### src/verilog/supervisor_map.svh
// timing constants and counter widths for the supply supervisor
`ifndef SUPERVISOR_MAP_SVH
`define SUPERVISOR_MAP_SVH

`define CLK_PERIOD_PS 5000
`define RESET_HOLD_MS 140
`define RESET_HOLD_CYCLES ((`RESET_HOLD_MS * 64'd1000000000) / `CLK_PERIOD_PS)
`define WATCHDOG_TIMEOUT_MS 1600
`define WATCHDOG_TIMEOUT_CYCLES ((`WATCHDOG_TIMEOUT_MS * 64'd1000000000) / `CLK_PERIOD_PS)
`define MR_GLITCH_NS 100
`define MR_GLITCH_CYCLES (((`MR_GLITCH_NS * 1000) + `CLK_PERIOD_PS - 1) / `CLK_PERIOD_PS)
`define UV_GLITCH_NS 8000
`define UV_GLITCH_CYCLES (((`UV_GLITCH_NS * 1000) + `CLK_PERIOD_PS - 1) / `CLK_PERIOD_PS)
`define UV_DEEP_GLITCH_NS 1000
`define UV_DEEP_GLITCH_CYCLES (((`UV_DEEP_GLITCH_NS * 1000) + `CLK_PERIOD_PS - 1) / `CLK_PERIOD_PS)
`define FILTER_WIDTH 12
`define TIMER_WIDTH 32

`endif

### src/verilog/supervisor_pkg.sv
// types shared by the supply supervisor files
package supervisor_pkg;

  // reset causes after qualification
  typedef struct packed {
    logic undervolt;
    logic manual;
    logic watchdog;
  } cause_t;

  // synchronised pin levels
  typedef struct packed {
    logic undervolt;
    logic undervolt_deep;
    logic manual_n;
    logic strobe;
    logic strobe_valid;
  } pins_t;

  typedef enum logic [1:0] {
    OUT_ACTIVE_LOW,
    OUT_ACTIVE_HIGH,
    OUT_BOTH
  } out_mode_t;

endpackage : supervisor_pkg

### src/verilog/level_filter.sv
// synchroniser plus debounce filter for one asynchronous level
`timescale 1ns/1ps
`include "supervisor_map.svh"

module level_filter #(
  parameter logic IDLE_LEVEL = 1'b1
) (
  input wire logic clk,
  input wire logic rst,
  input wire logic ce,
  input wire logic pin,
  input wire logic [`FILTER_WIDTH-1:0] hold_cycles,
  output logic level
);

  logic [2:0] sync_reg;
  logic [2:0] sync_next;
  logic [`FILTER_WIDTH-1:0] count_reg;
  logic [`FILTER_WIDTH-1:0] count_next;
  logic level_reg;
  logic level_next;

  // three-stage synchroniser; only stages two and three are compared
  always_comb
  begin
    sync_next = {sync_reg[1:0], pin};
    count_next = count_reg;
    level_next = level_reg;
    if (sync_reg[2] != sync_reg[1] || sync_reg[2] == level_reg)
    begin
      count_next = '0;
    end
    else if (count_reg + 1'b1 >= hold_cycles)
    begin
      level_next = sync_reg[2];
      count_next = '0;
    end
    else
    begin
      count_next = count_reg + 1'b1;
    end
  end

  always_ff @(posedge clk)
  begin
    if (rst)
    begin
      sync_reg <= {3{IDLE_LEVEL}};
      count_reg <= '0;
      level_reg <= IDLE_LEVEL;
    end
    else if (ce)
    begin
      sync_reg <= sync_next;
      count_reg <= count_next;
      level_reg <= level_next;
    end
  end

  assign level = level_reg;

endmodule : level_filter

### src/verilog/supply_supervisor_watchdog.sv
// reset supervisor: undervoltage, manual reset and watchdog into one reset output
`timescale 1ns/1ps
`include "supervisor_map.svh"

// ----------------------------------------------------------------
// design notes
// ----------------------------------------------------------------
// every pin input is asynchronous and passes three flops before use
// both timers count clk cycles; their terminal counts come in as parameters
// so that a simulation can run short periods while silicon keeps the long ones
// a floating strobe arrives as a separate driven input, because the
// window comparator that senses it is analog and sits outside this block
// limitation: undervoltage depth is modelled in two steps, shallow and deep,
// not as a continuous duration against depth curve
// limitation: ce low freezes every timer, so frozen time is never counted
// trade-off: outputs are registered from the next state, in step with reset_active_reg, so that they leave
// flops directly and cannot glitch on a comb path into the processor
// ----------------------------------------------------------------

// How it works
// - reset asserts on undervoltage, manual reset low, or watchdog expiry
// - reset stays asserted for the hold period after the last cause
// - manual reset debounced; glitches of about 100 ns ignored
// - unconnected manual reset reads high, treated as inactive
// - every strobe edge clears the watchdog; 50 ns pulses detected
// - watchdog running through the timeout asserts reset plus hold period
// - undervoltage or manual reset also clears the watchdog
// - watchdog held cleared while reset asserted, counts after release
// - floating strobe disables the watchdog
// - undervoltage filtered; deeper dips tolerated for shorter time
// - active-low, active-high or complementary outputs by variant
module supply_supervisor_watchdog #(
  parameter logic [`TIMER_WIDTH-1:0] HOLD_CYCLES = `TIMER_WIDTH'(`RESET_HOLD_CYCLES),
  parameter logic [`TIMER_WIDTH-1:0] TIMEOUT_CYCLES = `TIMER_WIDTH'(`WATCHDOG_TIMEOUT_CYCLES),
  parameter supervisor_pkg::out_mode_t OUT_MODE = supervisor_pkg::OUT_BOTH
) (
  input wire logic clk,
  input wire logic rst,
  input wire logic ce,
  input wire logic below_threshold,
  input wire logic below_threshold_deep,
  input wire logic manual_reset_n,
  input wire logic manual_reset_n_connected,
  input wire logic watchdog_strobe_in,
  input wire logic watchdog_strobe_driven,
  output logic reset_out_n,
  output logic reset_out,
  output logic watchdog_expired
);

  // ----------------------------------------------------------------
  // pin qualification
  // ----------------------------------------------------------------

  supervisor_pkg::pins_t pins;
  supervisor_pkg::cause_t cause;
  logic mr_pin;
  logic uv_slow;
  logic uv_fast;

  assign mr_pin = manual_reset_n_connected ? manual_reset_n : 1'b1;

  level_filter #(.IDLE_LEVEL(1'b1)) mr_filter (
    .clk(clk),
    .rst(rst),
    .ce(ce),
    .pin(mr_pin),
    .hold_cycles(`FILTER_WIDTH'(`MR_GLITCH_CYCLES)),
    .level(pins.manual_n)
  );

  level_filter #(.IDLE_LEVEL(1'b0)) uv_filter (
    .clk(clk),
    .rst(rst),
    .ce(ce),
    .pin(below_threshold),
    .hold_cycles(`FILTER_WIDTH'(`UV_GLITCH_CYCLES)),
    .level(uv_slow)
  );

  level_filter #(.IDLE_LEVEL(1'b0)) uv_deep_filter (
    .clk(clk),
    .rst(rst),
    .ce(ce),
    .pin(below_threshold_deep),
    .hold_cycles(`FILTER_WIDTH'(`UV_DEEP_GLITCH_CYCLES)),
    .level(uv_fast)
  );

  assign pins.undervolt = uv_slow | uv_fast;
  assign pins.undervolt_deep = uv_fast;

  // ----------------------------------------------------------------
  // strobe synchroniser
  // ----------------------------------------------------------------

  // no debounce on the strobe: at 5 ns a 50 ns pulse spans ten samples
  logic [2:0] wdi_sync_reg;
  logic [2:0] wdi_sync_next;
  logic [2:0] drv_sync_reg;
  logic [2:0] drv_sync_next;
  logic wdi_level_reg;
  logic wdi_level_next;
  logic drv_level_reg;
  logic drv_level_next;
  logic strobe_edge;

  // a change counts once stages two and three agree
  always_comb
  begin
    wdi_sync_next = {wdi_sync_reg[1:0], watchdog_strobe_in};
    drv_sync_next = {drv_sync_reg[1:0], watchdog_strobe_driven};
    wdi_level_next = (wdi_sync_reg[2] == wdi_sync_reg[1]) ? wdi_sync_reg[2] : wdi_level_reg;
    drv_level_next = (drv_sync_reg[2] == drv_sync_reg[1]) ? drv_sync_reg[2] : drv_level_reg;
  end

  always_ff @(posedge clk)
  begin
    if (rst)
    begin
      wdi_sync_reg <= 3'h0;
      drv_sync_reg <= 3'h0;
      wdi_level_reg <= 1'b0;
      drv_level_reg <= 1'b0;
    end
    else if (ce)
    begin
      wdi_sync_reg <= wdi_sync_next;
      drv_sync_reg <= drv_sync_next;
      wdi_level_reg <= wdi_level_next;
      drv_level_reg <= drv_level_next;
    end
  end

  assign pins.strobe = wdi_level_reg;
  assign pins.strobe_valid = drv_level_reg;
  assign strobe_edge = (wdi_level_next != wdi_level_reg);

  // ----------------------------------------------------------------
  // shared terminal-count decode
  // ----------------------------------------------------------------

  // used by both the watchdog and the hold counter
  function automatic logic count_done(
    input logic [`TIMER_WIDTH-1:0] count,
    input logic [`TIMER_WIDTH-1:0] limit
  );
    // look one ahead so the terminal count itself is the last cycle
    return (count + 1'b1) >= limit;
  endfunction : count_done

  // ----------------------------------------------------------------
  // watchdog timer
  // ----------------------------------------------------------------

  // the timer only runs while reset is released and the strobe is driven;
  // any pin cause wins over the strobe so a reset never leaves a stale count
  logic [`TIMER_WIDTH-1:0] wd_count_reg;
  logic [`TIMER_WIDTH-1:0] wd_count_next;
  logic wd_fire;
  logic reset_active_reg;

  // counter clears on any strobe edge, any reset, or while disabled
  always_comb
  begin
    wd_fire = 1'b0;
    wd_count_next = wd_count_reg;
    if (reset_active_reg || cause.undervolt || cause.manual)
    begin
      wd_count_next = '0;
    end
    else if (!pins.strobe_valid)
    begin
      wd_count_next = '0;
    end
    else if (strobe_edge)
    begin
      wd_count_next = '0;
    end
    else if (count_done(wd_count_reg, TIMEOUT_CYCLES))
    begin
      wd_fire = 1'b1;
      wd_count_next = '0;
    end
    else
    begin
      wd_count_next = wd_count_reg + 1'b1;
    end
  end

  always_ff @(posedge clk)
  begin
    if (rst)
    begin
      wd_count_reg <= '0;
    end
    else if (ce)
    begin
      wd_count_reg <= wd_count_next;
    end
  end

  assign cause.undervolt = pins.undervolt;
  assign cause.manual = ~pins.manual_n;
  assign cause.watchdog = wd_fire;

  // ----------------------------------------------------------------
  // reset hold stretcher
  // ----------------------------------------------------------------

  logic [`TIMER_WIDTH-1:0] hold_count_reg;
  logic [`TIMER_WIDTH-1:0] hold_count_next;
  logic reset_active_next;
  logic wd_flag_reg;
  logic wd_flag_next;
  logic reset_out_n_reg;
  logic reset_out_reg;

  // any cause reloads the hold count; release after it runs out
  // the watchdog flag marks only the reset that the timer itself started,
  // so a later pin cause during the hold period clears it again
  always_comb
  begin
    hold_count_next = hold_count_reg;
    reset_active_next = reset_active_reg;
    wd_flag_next = wd_flag_reg;
    if (cause.undervolt || cause.manual || cause.watchdog)
    begin
      reset_active_next = 1'b1;
      hold_count_next = '0;
      if (cause.watchdog)
      begin
        wd_flag_next = 1'b1;
      end
      else
      begin
        wd_flag_next = 1'b0;
      end
    end
    else if (reset_active_reg)
    begin
      if (count_done(hold_count_reg, HOLD_CYCLES))
      begin
        reset_active_next = 1'b0;
        wd_flag_next = 1'b0;
        hold_count_next = '0;
      end
      else
      begin
        hold_count_next = hold_count_reg + 1'b1;
      end
    end
  end

  always_ff @(posedge clk)
  begin
    if (rst)
    begin
      // power-on: reset asserted and a full hold period follows
      hold_count_reg <= '0;
      reset_active_reg <= 1'b1;
      wd_flag_reg <= 1'b0;
      reset_out_n_reg <= 1'b0;
      reset_out_reg <= 1'b1;
    end
    else if (ce)
    begin
      hold_count_reg <= hold_count_next;
      reset_active_reg <= reset_active_next;
      wd_flag_reg <= wd_flag_next;
      reset_out_n_reg <= (OUT_MODE == supervisor_pkg::OUT_ACTIVE_HIGH) ? 1'b0 : ~reset_active_next;
      reset_out_reg <= (OUT_MODE == supervisor_pkg::OUT_ACTIVE_LOW) ? 1'b0 : reset_active_next;
    end
  end

  // ----------------------------------------------------------------
  // outputs
  // ----------------------------------------------------------------

  // all three come straight from flops
  assign reset_out_n = reset_out_n_reg;
  assign reset_out = reset_out_reg;
  assign watchdog_expired = wd_flag_reg;

endmodule : supply_supervisor_watchdog

### config.mk
export PLATFORM = sky130hd
export DESIGN_NAME = supply_supervisor_watchdog
export DESIGN_NICKNAME = d
export VERILOG_FILES = /design/src/verilog/supervisor_pkg.sv /design/src/verilog/level_filter.sv /design/src/verilog/supply_supervisor_watchdog.sv
export VERILOG_INCLUDE_DIRS = /design/src /design/src/verilog
export SDC_FILE = /design/constraint.sdc
export NUM_CORES = 1
export LEC_CHECK = 0
export ABC_AREA = 1
export BUFFER_PORTS_ARGS = -buffer_cell sky130_fd_sc_hd__buf_2
export CAP_MARGIN = 20
export CORE_MARGIN = 4
export CORE_UTILIZATION = 30
export DETAILED_ROUTE_END_ITERATION = 12
export SKIP_LAST_GASP = 1
export SYNTH_ARGS = -nofsm -noshare
export SYNTH_HDL_FRONTEND = slang
export SYNTH_SLANG_ARGS = --single-unit
### constraint.sdc
create_clock -name clk -period 5.5 [get_ports clk]
set_input_delay 0.55 -clock clk [delete_from_list [all_inputs] [get_ports clk]]
set_output_delay 0.55 -clock clk [all_outputs]
set_load 0.02 [all_outputs]
* Word-level counts from Yosys, hierarchy flattened
Index checks and enable logic that the tools add are counted.
** Operators by class
- Add/sub/neg operators :: 5
- Order comparisons :: 5
- Equality and inequality tests :: 9
- Muxes and demuxes :: 26
- Bitwise logic cells :: 6
- Reductions and logical operators :: 15
** Operators by type and width (count)
- 32-bit 2-to-1 mux :: 7
- 12-bit 2-to-1 mux :: 6
- 32-bit by 1-bit adder with 32-bit output (second input constant) :: 2
- 12-bit by 1-bit adder with 12-bit output (second input constant) :: 3
- 32-bit by 25-bit >= comparator with 1-bit output (second input constant) :: 1
- 32-bit by 29-bit >= comparator with 1-bit output (second input constant) :: 1
- 1-bit 2-to-1 mux :: 13
- 12-bit by 11-bit >= comparator with 1-bit output (second input constant) :: 1
- 12-bit by 5-bit >= comparator with 1-bit output (second input constant) :: 1
- 12-bit by 8-bit >= comparator with 1-bit output (second input constant) :: 1
- 3-bit AND reduction :: 4
- 1-bit logical OR :: 7
- 1-bit == test :: 5
- 1-bit NOT :: 5
- 1-bit != test :: 4
- 2-bit AND reduction :: 2
- 2-bit nonzero test :: 2
- 1-bit bitwise OR :: 1
** Word-level totals
- Flip-flop bits (word level) :: 123
- Output and inout port bits :: 3

* Longest topological paths before layout
Gate-level depths: netlist of the first run.
- Depth in word-level cells :: 9
- Mapped depth :: 21
- Gate-level depth less buffers :: 21

* By module
From an unflattened synthesis of the first run, not the netlist that was laid out.
** Unflattened totals
- Cell total of the unflattened synthesis :: 1456
- Area, all modules :: 8768.4 sq um
** By module, submodules not included
- supply_supervisor_watchdog :: times used 1, cells an instance 885, area an instance 5071.1 sq um, seq. area each 1501.4 sq um
- level_filter (uv_deep_filter ...) :: times used 2, cells an instance 191, area an instance 1234.9 sq um, seq. area each 320.3 sq um
- level_filter (mr_filter) :: times used 1, cells an instance 189, area an instance 1227.4 sq um, seq. area each 320.3 sq um

* Worst setup path before layout of the first run
Ideal clock, no wire load.
- Path kind :: reg-to-reg
- From :: register wd_count_reg[1]
- To :: register hold_count_reg[6]
- Library setup time :: 111 ps
- Arrival :: 2205 ps
- Required time :: 5389 ps
- Slack :: 3184 ps
- Cell stages (with the launch flop) :: 22
- Path buffers :: 1
- Period minus slack after synthesis :: 2316 ps
- Cell sequence :: dfxtp_1 ha_1 nand2_2 nor2_4 nand2_2 nor2_4 nand2_1 nand2_1 nand2_1 inv_1 nand2_1 nor2_1 nand2_1 nor2_2 nand2_2 nand2_4 nand2_8 a21oi_4 buf_6 o21ai_1 inv_1 nor2_1
** Between the ends
- Longest elaborated chain between the ends :: 9
- Elaborated cells between the ends (all ways) :: 10
** RTL lines
- from (decl) :: RTL line supply_supervisor_watchdog.sv:158 : logic [`TIMER_WIDTH-1:0] wd_count_reg;
- from (signal assigned) :: RTL line supply_supervisor_watchdog.sv:199 : wd_count_reg <= wd_count_next;
- 32-bit by 1-bit adder with 32-bit output (*) :: RTL line supply_supervisor_watchdog.sv:149 : return (count + 1'b1) >= limit;
- 32-bit by 29-bit >= comparator with 1-bit output (*) :: RTL line supply_supervisor_watchdog.sv:149
- 1-bit 2-to-1 mux (*) :: RTL line supply_supervisor_watchdog.sv:180 : else if (count_done(wd_count_reg, TIMEOUT_CYCLES))
- 1-bit 2-to-1 mux (*) :: RTL line supply_supervisor_watchdog.sv:176 : else if (strobe_edge)
- 1-bit 2-to-1 mux (*) :: RTL line supply_supervisor_watchdog.sv:172 : else if (!pins.strobe_valid)
- 1-bit 2-to-1 mux (*) :: RTL line supply_supervisor_watchdog.sv:168 : if (reset_active_reg || cause.undervolt || cause.manual)
- 1-bit logical OR (*) :: RTL line supply_supervisor_watchdog.sv:227 : if (cause.undervolt || cause.manual || cause.watchdog)
- 2-bit nonzero test (no source line)
- 2-bit AND reduction (no source line)
- to (signal assigned) :: RTL line supply_supervisor_watchdog.sv:268 : hold_count_reg <= hold_count_next;
- to (decl) :: RTL line supply_supervisor_watchdog.sv:211 : logic [`TIMER_WIDTH-1:0] hold_count_reg;
Mark *: on every way between the ends. The rest lies on a longest branch, timed or not.
A chain may end at the register's enable or synchronous reset.

* Worst setup path in the final report of the first run
- From :: register wd_count_reg[1]
- To :: register wd_count_reg[8]
** Between the ends
- Longest elaborated chain between the ends :: 6
** RTL lines (RTL line)
- 32-bit by 1-bit adder with 32-bit output (*) :: supply_supervisor_watchdog.sv:149, supply_supervisor_watchdog.sv:187
- 32-bit by 29-bit >= comparator with 1-bit output :: supply_supervisor_watchdog.sv:149
- 32-bit 2-to-1 mux (*) :: supply_supervisor_watchdog.sv:180
- 32-bit 2-to-1 mux (*) :: supply_supervisor_watchdog.sv:176
- 32-bit 2-to-1 mux (*) :: supply_supervisor_watchdog.sv:172
- 32-bit 2-to-1 mux (*) :: supply_supervisor_watchdog.sv:168
Marks and branches as above.

==> impl_metrics.py, run 1 <==
metrics = {
    "status": {
        "status": "finished, final reports clean",
    },
    "logic_synthesis": {
        "syn_inst": 1150,
        "synth_edf_count": 0,
        "yosysTopAreaCellShare_pct": 33.4,
        "synthFlopType": "dfxtp_1",
        "async_reset_ff_share_pct": 0,
        "yosysSeqAreaShare_pct": 33.4,
        "ys_top_cells_by_area": "dfxtp_1, nand2_1, nor2_1",
        "yosysWarnings": 0,
        "ys_ff_latch": 123,
        "synth_nets": 1168,
        "yosysTopAreaCell": "dfxtp_1",
        "synth_area_per_cell_sq_um": 6.41,
        "ys_types": 44,
        "synth.cell_area_sq_um": 7370,
    },
    "finish": {
        "regArea_sq_um": 2460,
        "nets": 1168,
        "drive_gt1_share_pct": 10.2,
        "multi_input_area_sq_um": 4230,
        "antennaDiodeCount": 0,
        "fillers": 2662,
        "syn_to_final_growth_pct": 11.9,
        "final_cell_area_sq_um": 8250,
    },
    "global_route": {
        "grt_max_degree": 62,
        "grt_pass1_wl_mm": 30.3,
        "track_usage_pct": 13.6,
        "grt_remaining_overflow": 0,
        "grt_pass1_vias": 6371,
        "grt_antenna_before_repair": 1,
    },
    "sta": {
        "min_period_over_period_pct": 62.0,
        "rsz0062_at_grt": "no",
        "fin_crit_ns": 3.41,
        "maxClockFrequency_mhz": 293,
        "setup_ws_ns": 2.09,
        "fin_tns_setup_ns": 0,
        "final_max_slew_viol_count": 0,
        "setup_violations": 0,
        "finClkSkew_ns": 0.0120,
        "hold_viol": 0,
        "worst_slew_pin_slew_ns": 1.07,
        "relSlewSlack_pct": 28.6,
    },
    "placement": {
        "place_congestion": 0.872,
        "port_buffers": 11,
        "pre_cts_ws_ns": 2.11,
        "dp_hpwl_mm": 12.5,
        "dpl_cell_area_sq_um": 7680,
    },
    "power_and_ir_drop": {
        "finalPower_uw": 2080,
        "ir_drop_uv": 161,
        "cellPowerDensity_nw_per_um2": 252,
        "p_leak_uw": 0.00307,
    },
    "cts": {
        "cts_buffers": 17,
        "cts.hold.buffers_added": 0,
        "cts.clk_slew.worst_paths_ns": 0.06,
        "htree_levels": 4,
        "cts_tree": "built",
        "clock_sinks": 123,
        "post_cts_buffers": 0,
        "cts_buffer_depth": 2,
        "clk_latency_ns": 0.42,
        "cts_root_buffer": "clkbuf_16",
        "cts_resized": 0,
    },
    "hold_path": {
        "hold_depth": 2,
        "hp-class": "in2reg",
        "hp-start": "manual_reset_n_connected",
        "hold_end": "mr_filter.sync_reg[0]",
    },
    "setup_path": {
        "r2r-start": "wd_count_reg[1]",
        "start_kind": "flop",
        "cp-end-kind": "flop",
        "criticalPathCategory": "reg2reg",
        "r2r-end": "wd_count_reg[8]",
        "regToRegSetupSlack_ns": 2.09,
        "arrival_ns": 3.76,
        "cp_max_fo": 22,
        "rr_worst_depth": 15,
        "worstPathRequired_ns": 5.85,
    },
    "floorplanning": {
        "initial_core_util_pct": 30.4,
        "placement_rows": 57,
        "io_pins": 12,
        "coreArea_sq_um": 24200,
        "die_width_microns": 165,
        "die_height_microns": 165,
        "die-area_sq_um": 27100,
    },
    "route": {
        "routed_wl_mm": 17.9,
        "drtIter0Drc": 357,
        "wl_per_cell_microns": 12.1,
        "viasPerCell": 4.67,
        "drtAntennaViolNets": 0,
        "first_pass_iters": 4,
        "drc": 0,
        "via_count": 6941,
    },
    "run": {
        "cap_violations": 0,
    },
}
[cell usage after synthesis, types with 3 or more instances]
master and count:
nand2_1 334, nor2_1 172, inv_1 129, dfxtp_1 123, nand3_1 84, o21ai_0 52
xor2_1 32, a21oi_1 23, clkbuf_1 23, a21oi_2 21, nor3_1 21, nand2_2 18
nor2_2 12, o22ai_1 12, nand4_1 10, ha_1 9, nor2_4 7, o31ai_1 7
nand3b_1 6, o32ai_1 6, xnor2_1 6, nand2_4 5, buf_6 4, o21ai_1 4
a211oi_1 3, buf_2 3
[cell usage in the layout (no fill, tap or decap), drive strengths merged, types with 6 or more instances in the layout]
| master | n |
|---|---|
| nand2 | 358 |
| nor2 | 191 |
| inv | 135 |
| dfxtp | 123 |
| nand3 | 85 |
| o21ai | 56 |
| a21oi | 45 |
| xor2 | 32 |
| nor3 | 21 |
| clkbuf | 19 |
| buf | 15 |
| o22ai | 12 |
| nand4 | 10 |
| ha | 9 |
| o31ai | 7 |
| nand3b | 6 |
| xnor2 | 6 |
| o32ai | 6 |
| clkinv | 6 |
[final cells by class]
type	count	share of cell area [%]
multi-input combinational	860	51.2
clock inverter	12	1.40
tap	324	4.92
clock buffer	19	5.49
sequential	123	29.9
inverter	133	6.05
timing repair buffer	15	1.03
[stage by stage]
step / hold WS, ns / instances / util (%)
CTS: 0.313 / 1486 / 34.0
global placement: 0.441 / 1455 / 31.7
detailed placement: 0.445 / 1455 / 31.7
finish: 0.325 / 1486 / 34.0
floorplan: 0.429 / 1150 / -
global route: 0.315 / 1486 / 34.0
[routing by layer]
layer	global-route usage (%)	wire [microns]
met2	21.4	7840
met5	0	13
met4	4.76	313
met3	2.75	840
met1	18.4	8920
[worst max-delay path: stages, from the launching register on]
cell       delay, ns
dfxtp_1         0.38
ha_1            0.30
nand2_2         0.11
nor2_4          0.14
nand2_2         0.10
nor2_4          0.17
nand3_2         0.11
clkinv_1        0.06
nand4_1         0.06
nand2_1         0.13
inv_1           0.06
a21boi_2        0.20
nand3_1         0.69
inv_1           0.54
o2111ai_1       0.16
o21ai_0         0.12
[power breakdown]
part           internal, uW  leakage [uW]  switching (uW)
Clock                   646      0.000272             433
Combinational          23.0       0.00180            65.3
Sequential              904      0.000995            9.68
[worst max path at each step]
stage,from,end,slack (ns),cells past startpoint
2_1_floorplan,wd_count_reg[1],hold_count_reg[6],3.18,21
3_3_place_gp,hold_count_reg[0],hold_count_reg[0],2.18,17
3_5_place_dp,wd_count_reg[1],wd_count_reg[8],2.11,15
4_1_cts,wd_count_reg[1],wd_count_reg[8],2.08,15
5_1_grt,wd_count_reg[1],wd_count_reg[8],1.70,15
6_report,wd_count_reg[1],wd_count_reg[8],2.09,15
[cells by family (layout without fill, tap and decap cells)]
kind of cell    after synthesis  after routing  share of synthesized area [%]
flops                       123            123                           33.4
xor+xnor                     38             38                           4.52
buf+inv                     167            179                           9.22
simple gates                675            675                           39.5
compound gates              138            138                           11.8
fa+ha+maj                     9              9                           1.53
Power figures use the tool's default switching activity.
==> inputs of run 2 (changes only) <==
==> constraint.sdc (replaced) <==
create_clock -name clk -period 3 [get_ports clk]
set_input_delay 0.3 -clock clk [delete_from_list [all_inputs] [get_ports clk]]
set_output_delay 0.3 -clock clk [all_outputs]
set_load 0.02 [all_outputs]
==> run 2 against run 1 <==
Against the previous run:
- count of clock-buffer cells in the layout down 1
- maximum frequency up 25%
- worst setup slack worse by 1.8 ns
- power up 86%
- highest routed layer is now met4
==> impl_metrics.py, run 2 (same netlist as run 1, synthesis figures left out) <==
metrics = {
    "status": {
        "status": "finished, final reports clean",
    },
    "route": {
        "drc": 0,
        "routed_wl_mm": 17.9,
        "drtAntennaViolNets": 0,
        "wl_per_cell_microns": 12.0,
        "viasPerCell": 4.64,
        "drtIter0Drc": 388,
        "via_count": 6937,
        "first_pass_iters": 5,
    },
    "setup_path": {
        "r2r-end": "watchdog_expired",
        "regToRegSetupSlack_ns": 0.28,
        "cp_max_fo": 6,
        "worstPathRequired_ns": 3.31,
        "rr_worst_depth": 18,
        "cp-end-kind": "flop",
        "start_kind": "flop",
        "criticalPathCategory": "reg2reg",
        "arrival_ns": 3.03,
        "r2r-start": "hold_count_reg[1]",
    },
    "cts": {
        "cts.clk_slew.worst_paths_ns": 0.06,
        "htree_levels": 4,
        "clk_latency_ns": 0.42,
        "clock_sinks": 123,
        "cts.hold.buffers_added": 0,
        "post_cts_buffers": 0,
        "cts_tree": "built",
        "cts_buffer_depth": 2,
        "cts_buffers": 17,
        "cts_root_buffer": "clkbuf_16",
    },
    "sta": {
        "worst_slew_pin_slew_ns": 0.786,
        "setup_violations": 0,
        "maxClockFrequency_mhz": 368,
        "min_period_over_period_pct": 90.7,
        "fin_tns_setup_ns": 0,
        "rsz0062_at_grt": "yes",
        "relSlewSlack_pct": 47.3,
        "final_max_slew_viol_count": 0,
        "finClkSkew_ns": 0.0112,
        "fin_crit_ns": 2.72,
        "hold_viol": 0,
    },
    "global_route": {
        "grt_pass1_vias": 6425,
        "grt_pass1_wl_mm": 30.7,
        "grt_antenna_before_repair": 0,
        "track_usage_pct": 13.8,
        "grt_remaining_overflow": 0,
        "grt_max_degree": 48,
    },
    "placement": {
        "port_buffers": 11,
        "dp_hpwl_mm": 12.7,
        "placed_cells": 1465,
        "place_congestion": 0.910,
    },
    "floorplanning": {
        "die_width_microns": 165,
        "io_pins": 12,
        "placement_rows": 57,
        "die_height_microns": 165,
        "coreArea_sq_um": 24200,
        "die-area_sq_um": 27100,
        "initial_core_util_pct": 30.4,
    },
    "power_and_ir_drop": {
        "ir_drop_uv": 311,
        "p_leak_uw": 0.00312,
        "finalPower_uw": 3870,
        "cellPowerDensity_nw_per_um2": 463,
    },
    "finish": {
        "drive_gt1_share_pct": 11.1,
        "layout_common_cells": "nand2_1, nor2_1, inv_1",
        "nets": 1178,
        "syn_to_final_growth_pct": 13.4,
        "stdcell_count": 1496,
        "final_common_cell": "nand2_1",
        "antennaDiodeCount": 0,
        "fillers": 2666,
    },
    "run": {
        "cap_violations": 0,
    },
    "hold_path": {
        "hold_depth": 2,
        "hp-start": "manual_reset_n_connected",
        "hold_end": "mr_filter.sync_reg[0]",
        "hp-class": "in2reg",
    },
}
[run 2: timing repair]
action                                  in CTS  in global routing
hold endpoints to repair                     0                  0
endpoints found under the setup margin       0                 27
gates resized for setup                      0                  6
[run 2: final cells by class]
type	instances	area (sq um)	share of cell area [%]
multi-input combinational	860	4240	50.8
sequential	123	2460	29.5
inverter	133	499	5.98
clock buffer	18	429	5.14
tap	324	405	4.85
timing repair buffer	25	173	2.07
clock inverter	13	143	1.71
[run 2: worst max-delay path by stage]
stage,start,cells after the start,end
5_1_grt,wd_count_reg[1],17,hold_count_reg[4]
4_1_cts,hold_count_reg[0],18,watchdog_expired
3_5_place_dp,hold_count_reg[0],18,hold_count_reg[13]
3_3_place_gp,hold_count_reg[0],18,hold_count_reg[14]
2_1_floorplan,wd_count_reg[1],21,hold_count_reg[6]
6_report,hold_count_reg[1],18,watchdog_expired
[run 2: report_power, final]
| part | switching (uW) | internal [uW] | leakage [uW] | total (uW) |
|---|---|---|---|---|
| Combinational | 122 | 49.3 | 0.00185 | 172 |
| Sequential | 18.1 | 1660 | 0.000996 | 1670 |
| Clock | 798 | 1220 | 0.000277 | 2020 |
| Total | 938 | 2930 | 0.00312 | 3870 |
[run 2: per-stage QoR]
step           util, %  setup slack (ns)  instance area (sq um)  hold WS, ns
4_1_cts           34.4             0.146                   8340       0.0427
3_5_place_dp      32.0             0.183                   7760        0.448
5_1_grt           34.4           -0.0178                   8350       0.0539
2_1_floorplan        -             0.684                   7370        0.401
3_3_place_gp      32.0             0.186                   7760        0.441
6_report          34.4             0.279                   8350       0.0524
[run 2: layer usage]
layer / global-route usage [%] / share of wire (%)
met4: 5.03 / 1.7
met5: 0 / 0
met2: 21.5 / 44
met3: 2.02 / 3.6
met1: 19.4 / 51
[run 2: critical path: stages, from the launching register on]
cell	delay, ns
dfxtp_1	0.41
ha_2	0.28
inv_1	0.08
nor2_1	0.14
inv_1	0.07
nor2_1	0.21
nand2_1	0.08
nand2_1	0.06
nand2_1	0.06
a21oi_1	0.12
nand2_1	0.08
nor2_1	0.19
nand2_1	0.10
nor2_2	0.19
nor2_4	0.07
nand3_1	0.18
nand3_1	0.14
nand3_1	0.09
nand2_1	0.06
==> inputs of run 3 (changes only) <==
--- a/config.mk
+++ b/config.mk
@@ -7,7 +7,7 @@
 export NUM_CORES = 1
 export LEC_CHECK = 0
 export ABC_AREA = 1
-export BUFFER_PORTS_ARGS = -buffer_cell sky130_fd_sc_hd__buf_2
+export BUFFER_PORTS_ARGS = -buffer_cell sky130_fd_sc_hd__buf_4
 export CAP_MARGIN = 20
 export CORE_MARGIN = 4
 export CORE_UTILIZATION = 30
==> run 3 against run 2 <==
Against the previous run:
- sequential share of layout area decreased by 0.79 points
- worst setup slack improved by 0.032 ns
- highest routed layer unchanged
- clock skew decreased by 0.0020 ns
- critical path type unchanged
- largest cell class unchanged
==> impl_metrics.py, run 3 (same netlist as run 1, synthesis figures left out) <==
metrics = {
    "placement": {
        "placed_cells": 1478,
        "place_congestion": 0.883,
        "dp_hpwl_mm": 13.1,
        "port_buffers": 11,
        "pre_cts_ws_ns": -0.153,
    },
    "power_and_ir_drop": {
        "p_leak_uw": 0.00325,
        "cellPowerDensity_nw_per_um2": 475,
        "ir_drop_uv": 339,
    },
    "setup_path": {
        "start_kind": "flop",
        "cp-end-kind": "flop",
        "slowest_delay_ns": 0.39,
        "criticalPathCategory": "reg2reg",
        "crit_slowest_cell": "dfxtp_1",
        "cp_common_cell": "nand2_2",
        "crit_family": "simple AND/OR/NAND/NOR gates",
        "worst-path-buf-inv": 2,
        "r2r-start": "wd_count_reg[1]",
        "cp_max_fo": 31,
        "crit_path_start": "wd_count_reg[1]",
        "worstPathRequired_ns": 3.31,
        "path_cells": "ha_2, nand2_2, nor2_4, nand2_2, nor2_4, nand3b_1, xor2_1, nand3_1, nand3_1, nand2_2, nand2_4, nand2_8, a21oi_4, buf_12, o21ai_1, inv_1, nor2_1",
        "arrival_ns": 3.00,
    },
    "cts": {
        "cts_buffer_depth": 2,
        "cts.clk_slew.worst_paths_ns": 0.06,
        "cts_root_buffer": "clkbuf_16",
        "clock_sinks": 123,
        "post_cts_buffers": 0,
        "clk_latency_ns": 0.42,
        "cts_buffers": 17,
        "htree_levels": 4,
        "cts_tree": "built",
    },
    "floorplanning": {
        "initial_core_util_pct": 30.4,
        "die_height_microns": 165,
        "placement_rows": 57,
        "die_width_microns": 165,
        "coreArea_sq_um": 24200,
        "io_pins": 12,
        "die-area_sq_um": 27100,
    },
    "run": {
        "cap_violations": 0,
    },
    "global_route": {
        "grt_max_degree": 51,
        "track_usage_pct": 14.0,
        "grt_antenna_before_repair": 0,
        "grt_pass1_vias": 6744,
        "grt_remaining_overflow": 0,
        "grt_pass1_wl_mm": 31.4,
    },
    "finish": {
        "nets": 1192,
        "final_common_cell": "nand2_1",
        "fillers": 2649,
        "regArea_sq_um": 2460,
        "layout_common_cells": "nand2_1, nor2_1, inv_1",
        "antennaDiodeCount": 0,
        "drive_gt1_share_pct": 12.3,
        "stdcell_count": 1511,
        "syn_to_final_growth_pct": 16.5,
        "multi_input_area_sq_um": 4260,
    },
    "sta": {
        "maxClockFrequency_mhz": 372,
        "setup_ws_ns": 0.311,
        "final_max_slew_viol_count": 0,
        "worst_slew_pin_slew_ns": 0.853,
        "finClkSkew_ns": 0.00917,
        "rsz0062_at_grt": "no",
        "fin_crit_ns": 2.69,
        "relSlewSlack_pct": 43.1,
        "min_period_over_period_pct": 89.6,
        "hold_viol": 0,
        "setup_violations": 0,
    },
    "route": {
        "viasPerCell": 4.68,
        "wl_met3_microns": 657,
        "drtIter0Drc": 403,
        "drtAntennaViolNets": 0,
        "routed_wl_mm": 18.3,
        "wl_met1_mm": 9.14,
        "drc": 0,
        "wl_met2_mm": 8.23,
        "via_count": 7070,
        "highest_layer": "met4",
        "first_pass_iters": 5,
        "wl_per_cell_microns": 12.1,
    },
    "hold_path": {
        "hp-start": "manual_reset_n_connected",
        "hp-class": "in2reg",
    },
    "status": {
        "status": "finished, final reports clean",
    },
}
==> run 3: cell types whose count changed in the layout (fill, tap and decap cells not counted), sizes merged <==
cell / change
buf: +13
bufinv: +2
clkbuf: +1
clkinv: -1
clkinvlp: -1
nor2: +1
==> run 3: repair_timing <==
| action | CTS | global route |
|---|---|---|
| hold buffers | 0 | 0 |
| cloned | 0 | 1 |
| pin swaps | 0 | 1 |
| gates resized for setup | 1 | 7 |
| setup endpoints to repair | 26 | 29 |
==> run 3: power breakdown <==
group          switching (uW)  internal (uW)  total, uW  leakage, uW
Combinational             125           57.2        182      0.00194
Clock                     779           1440       2220     0.000315
Sequential               16.3           1660       1670     0.000995
Total                     920           3160       4070      0.00325
==> run 3: final cells by class <==
cell class                 instances  area share (%)
clock inverter                    13            2.17
timing repair buffer              38            3.62
inverter                         133            5.82
clock buffer                      19            5.28
sequential                       123            28.7
multi-input combinational        861            49.7
tap                              324            4.73
==> run 3: worst paths after layout <==
kind,end,slack [ns],depth (start not counted)
worst min register to register,mr_filter.level,0.45,2
worst max-delay path,hold_count_reg[4],0.31,17
worst min-delay path,mr_filter.sync_reg[0],0.06,2
worst max register to register,hold_count_reg[4],0.31,17
==> run 3: layer usage <==
layer  vias up  GRT usage (%)
li1       3696              -
met1      3213           18.9
met5         -              0
met2       135           22.8
met3        26           2.25
met4         0           4.46
==> run 3: through the flow <==
stage               power [uW]  instance area (sq um)  hold slack [ns]  TNS [ns]  utilization, %
floorplan                 1830                   7370            0.401         0               -
global placement          1890                   7900            0.440    -0.376            32.6
detailed placement        1890                   7900            0.445    -0.630            32.6
CTS                       4120                   8550           0.0436         0            35.2
global route              4210                   8580           0.0583         0            35.4
finish                    4070                   8580           0.0572         0            35.4
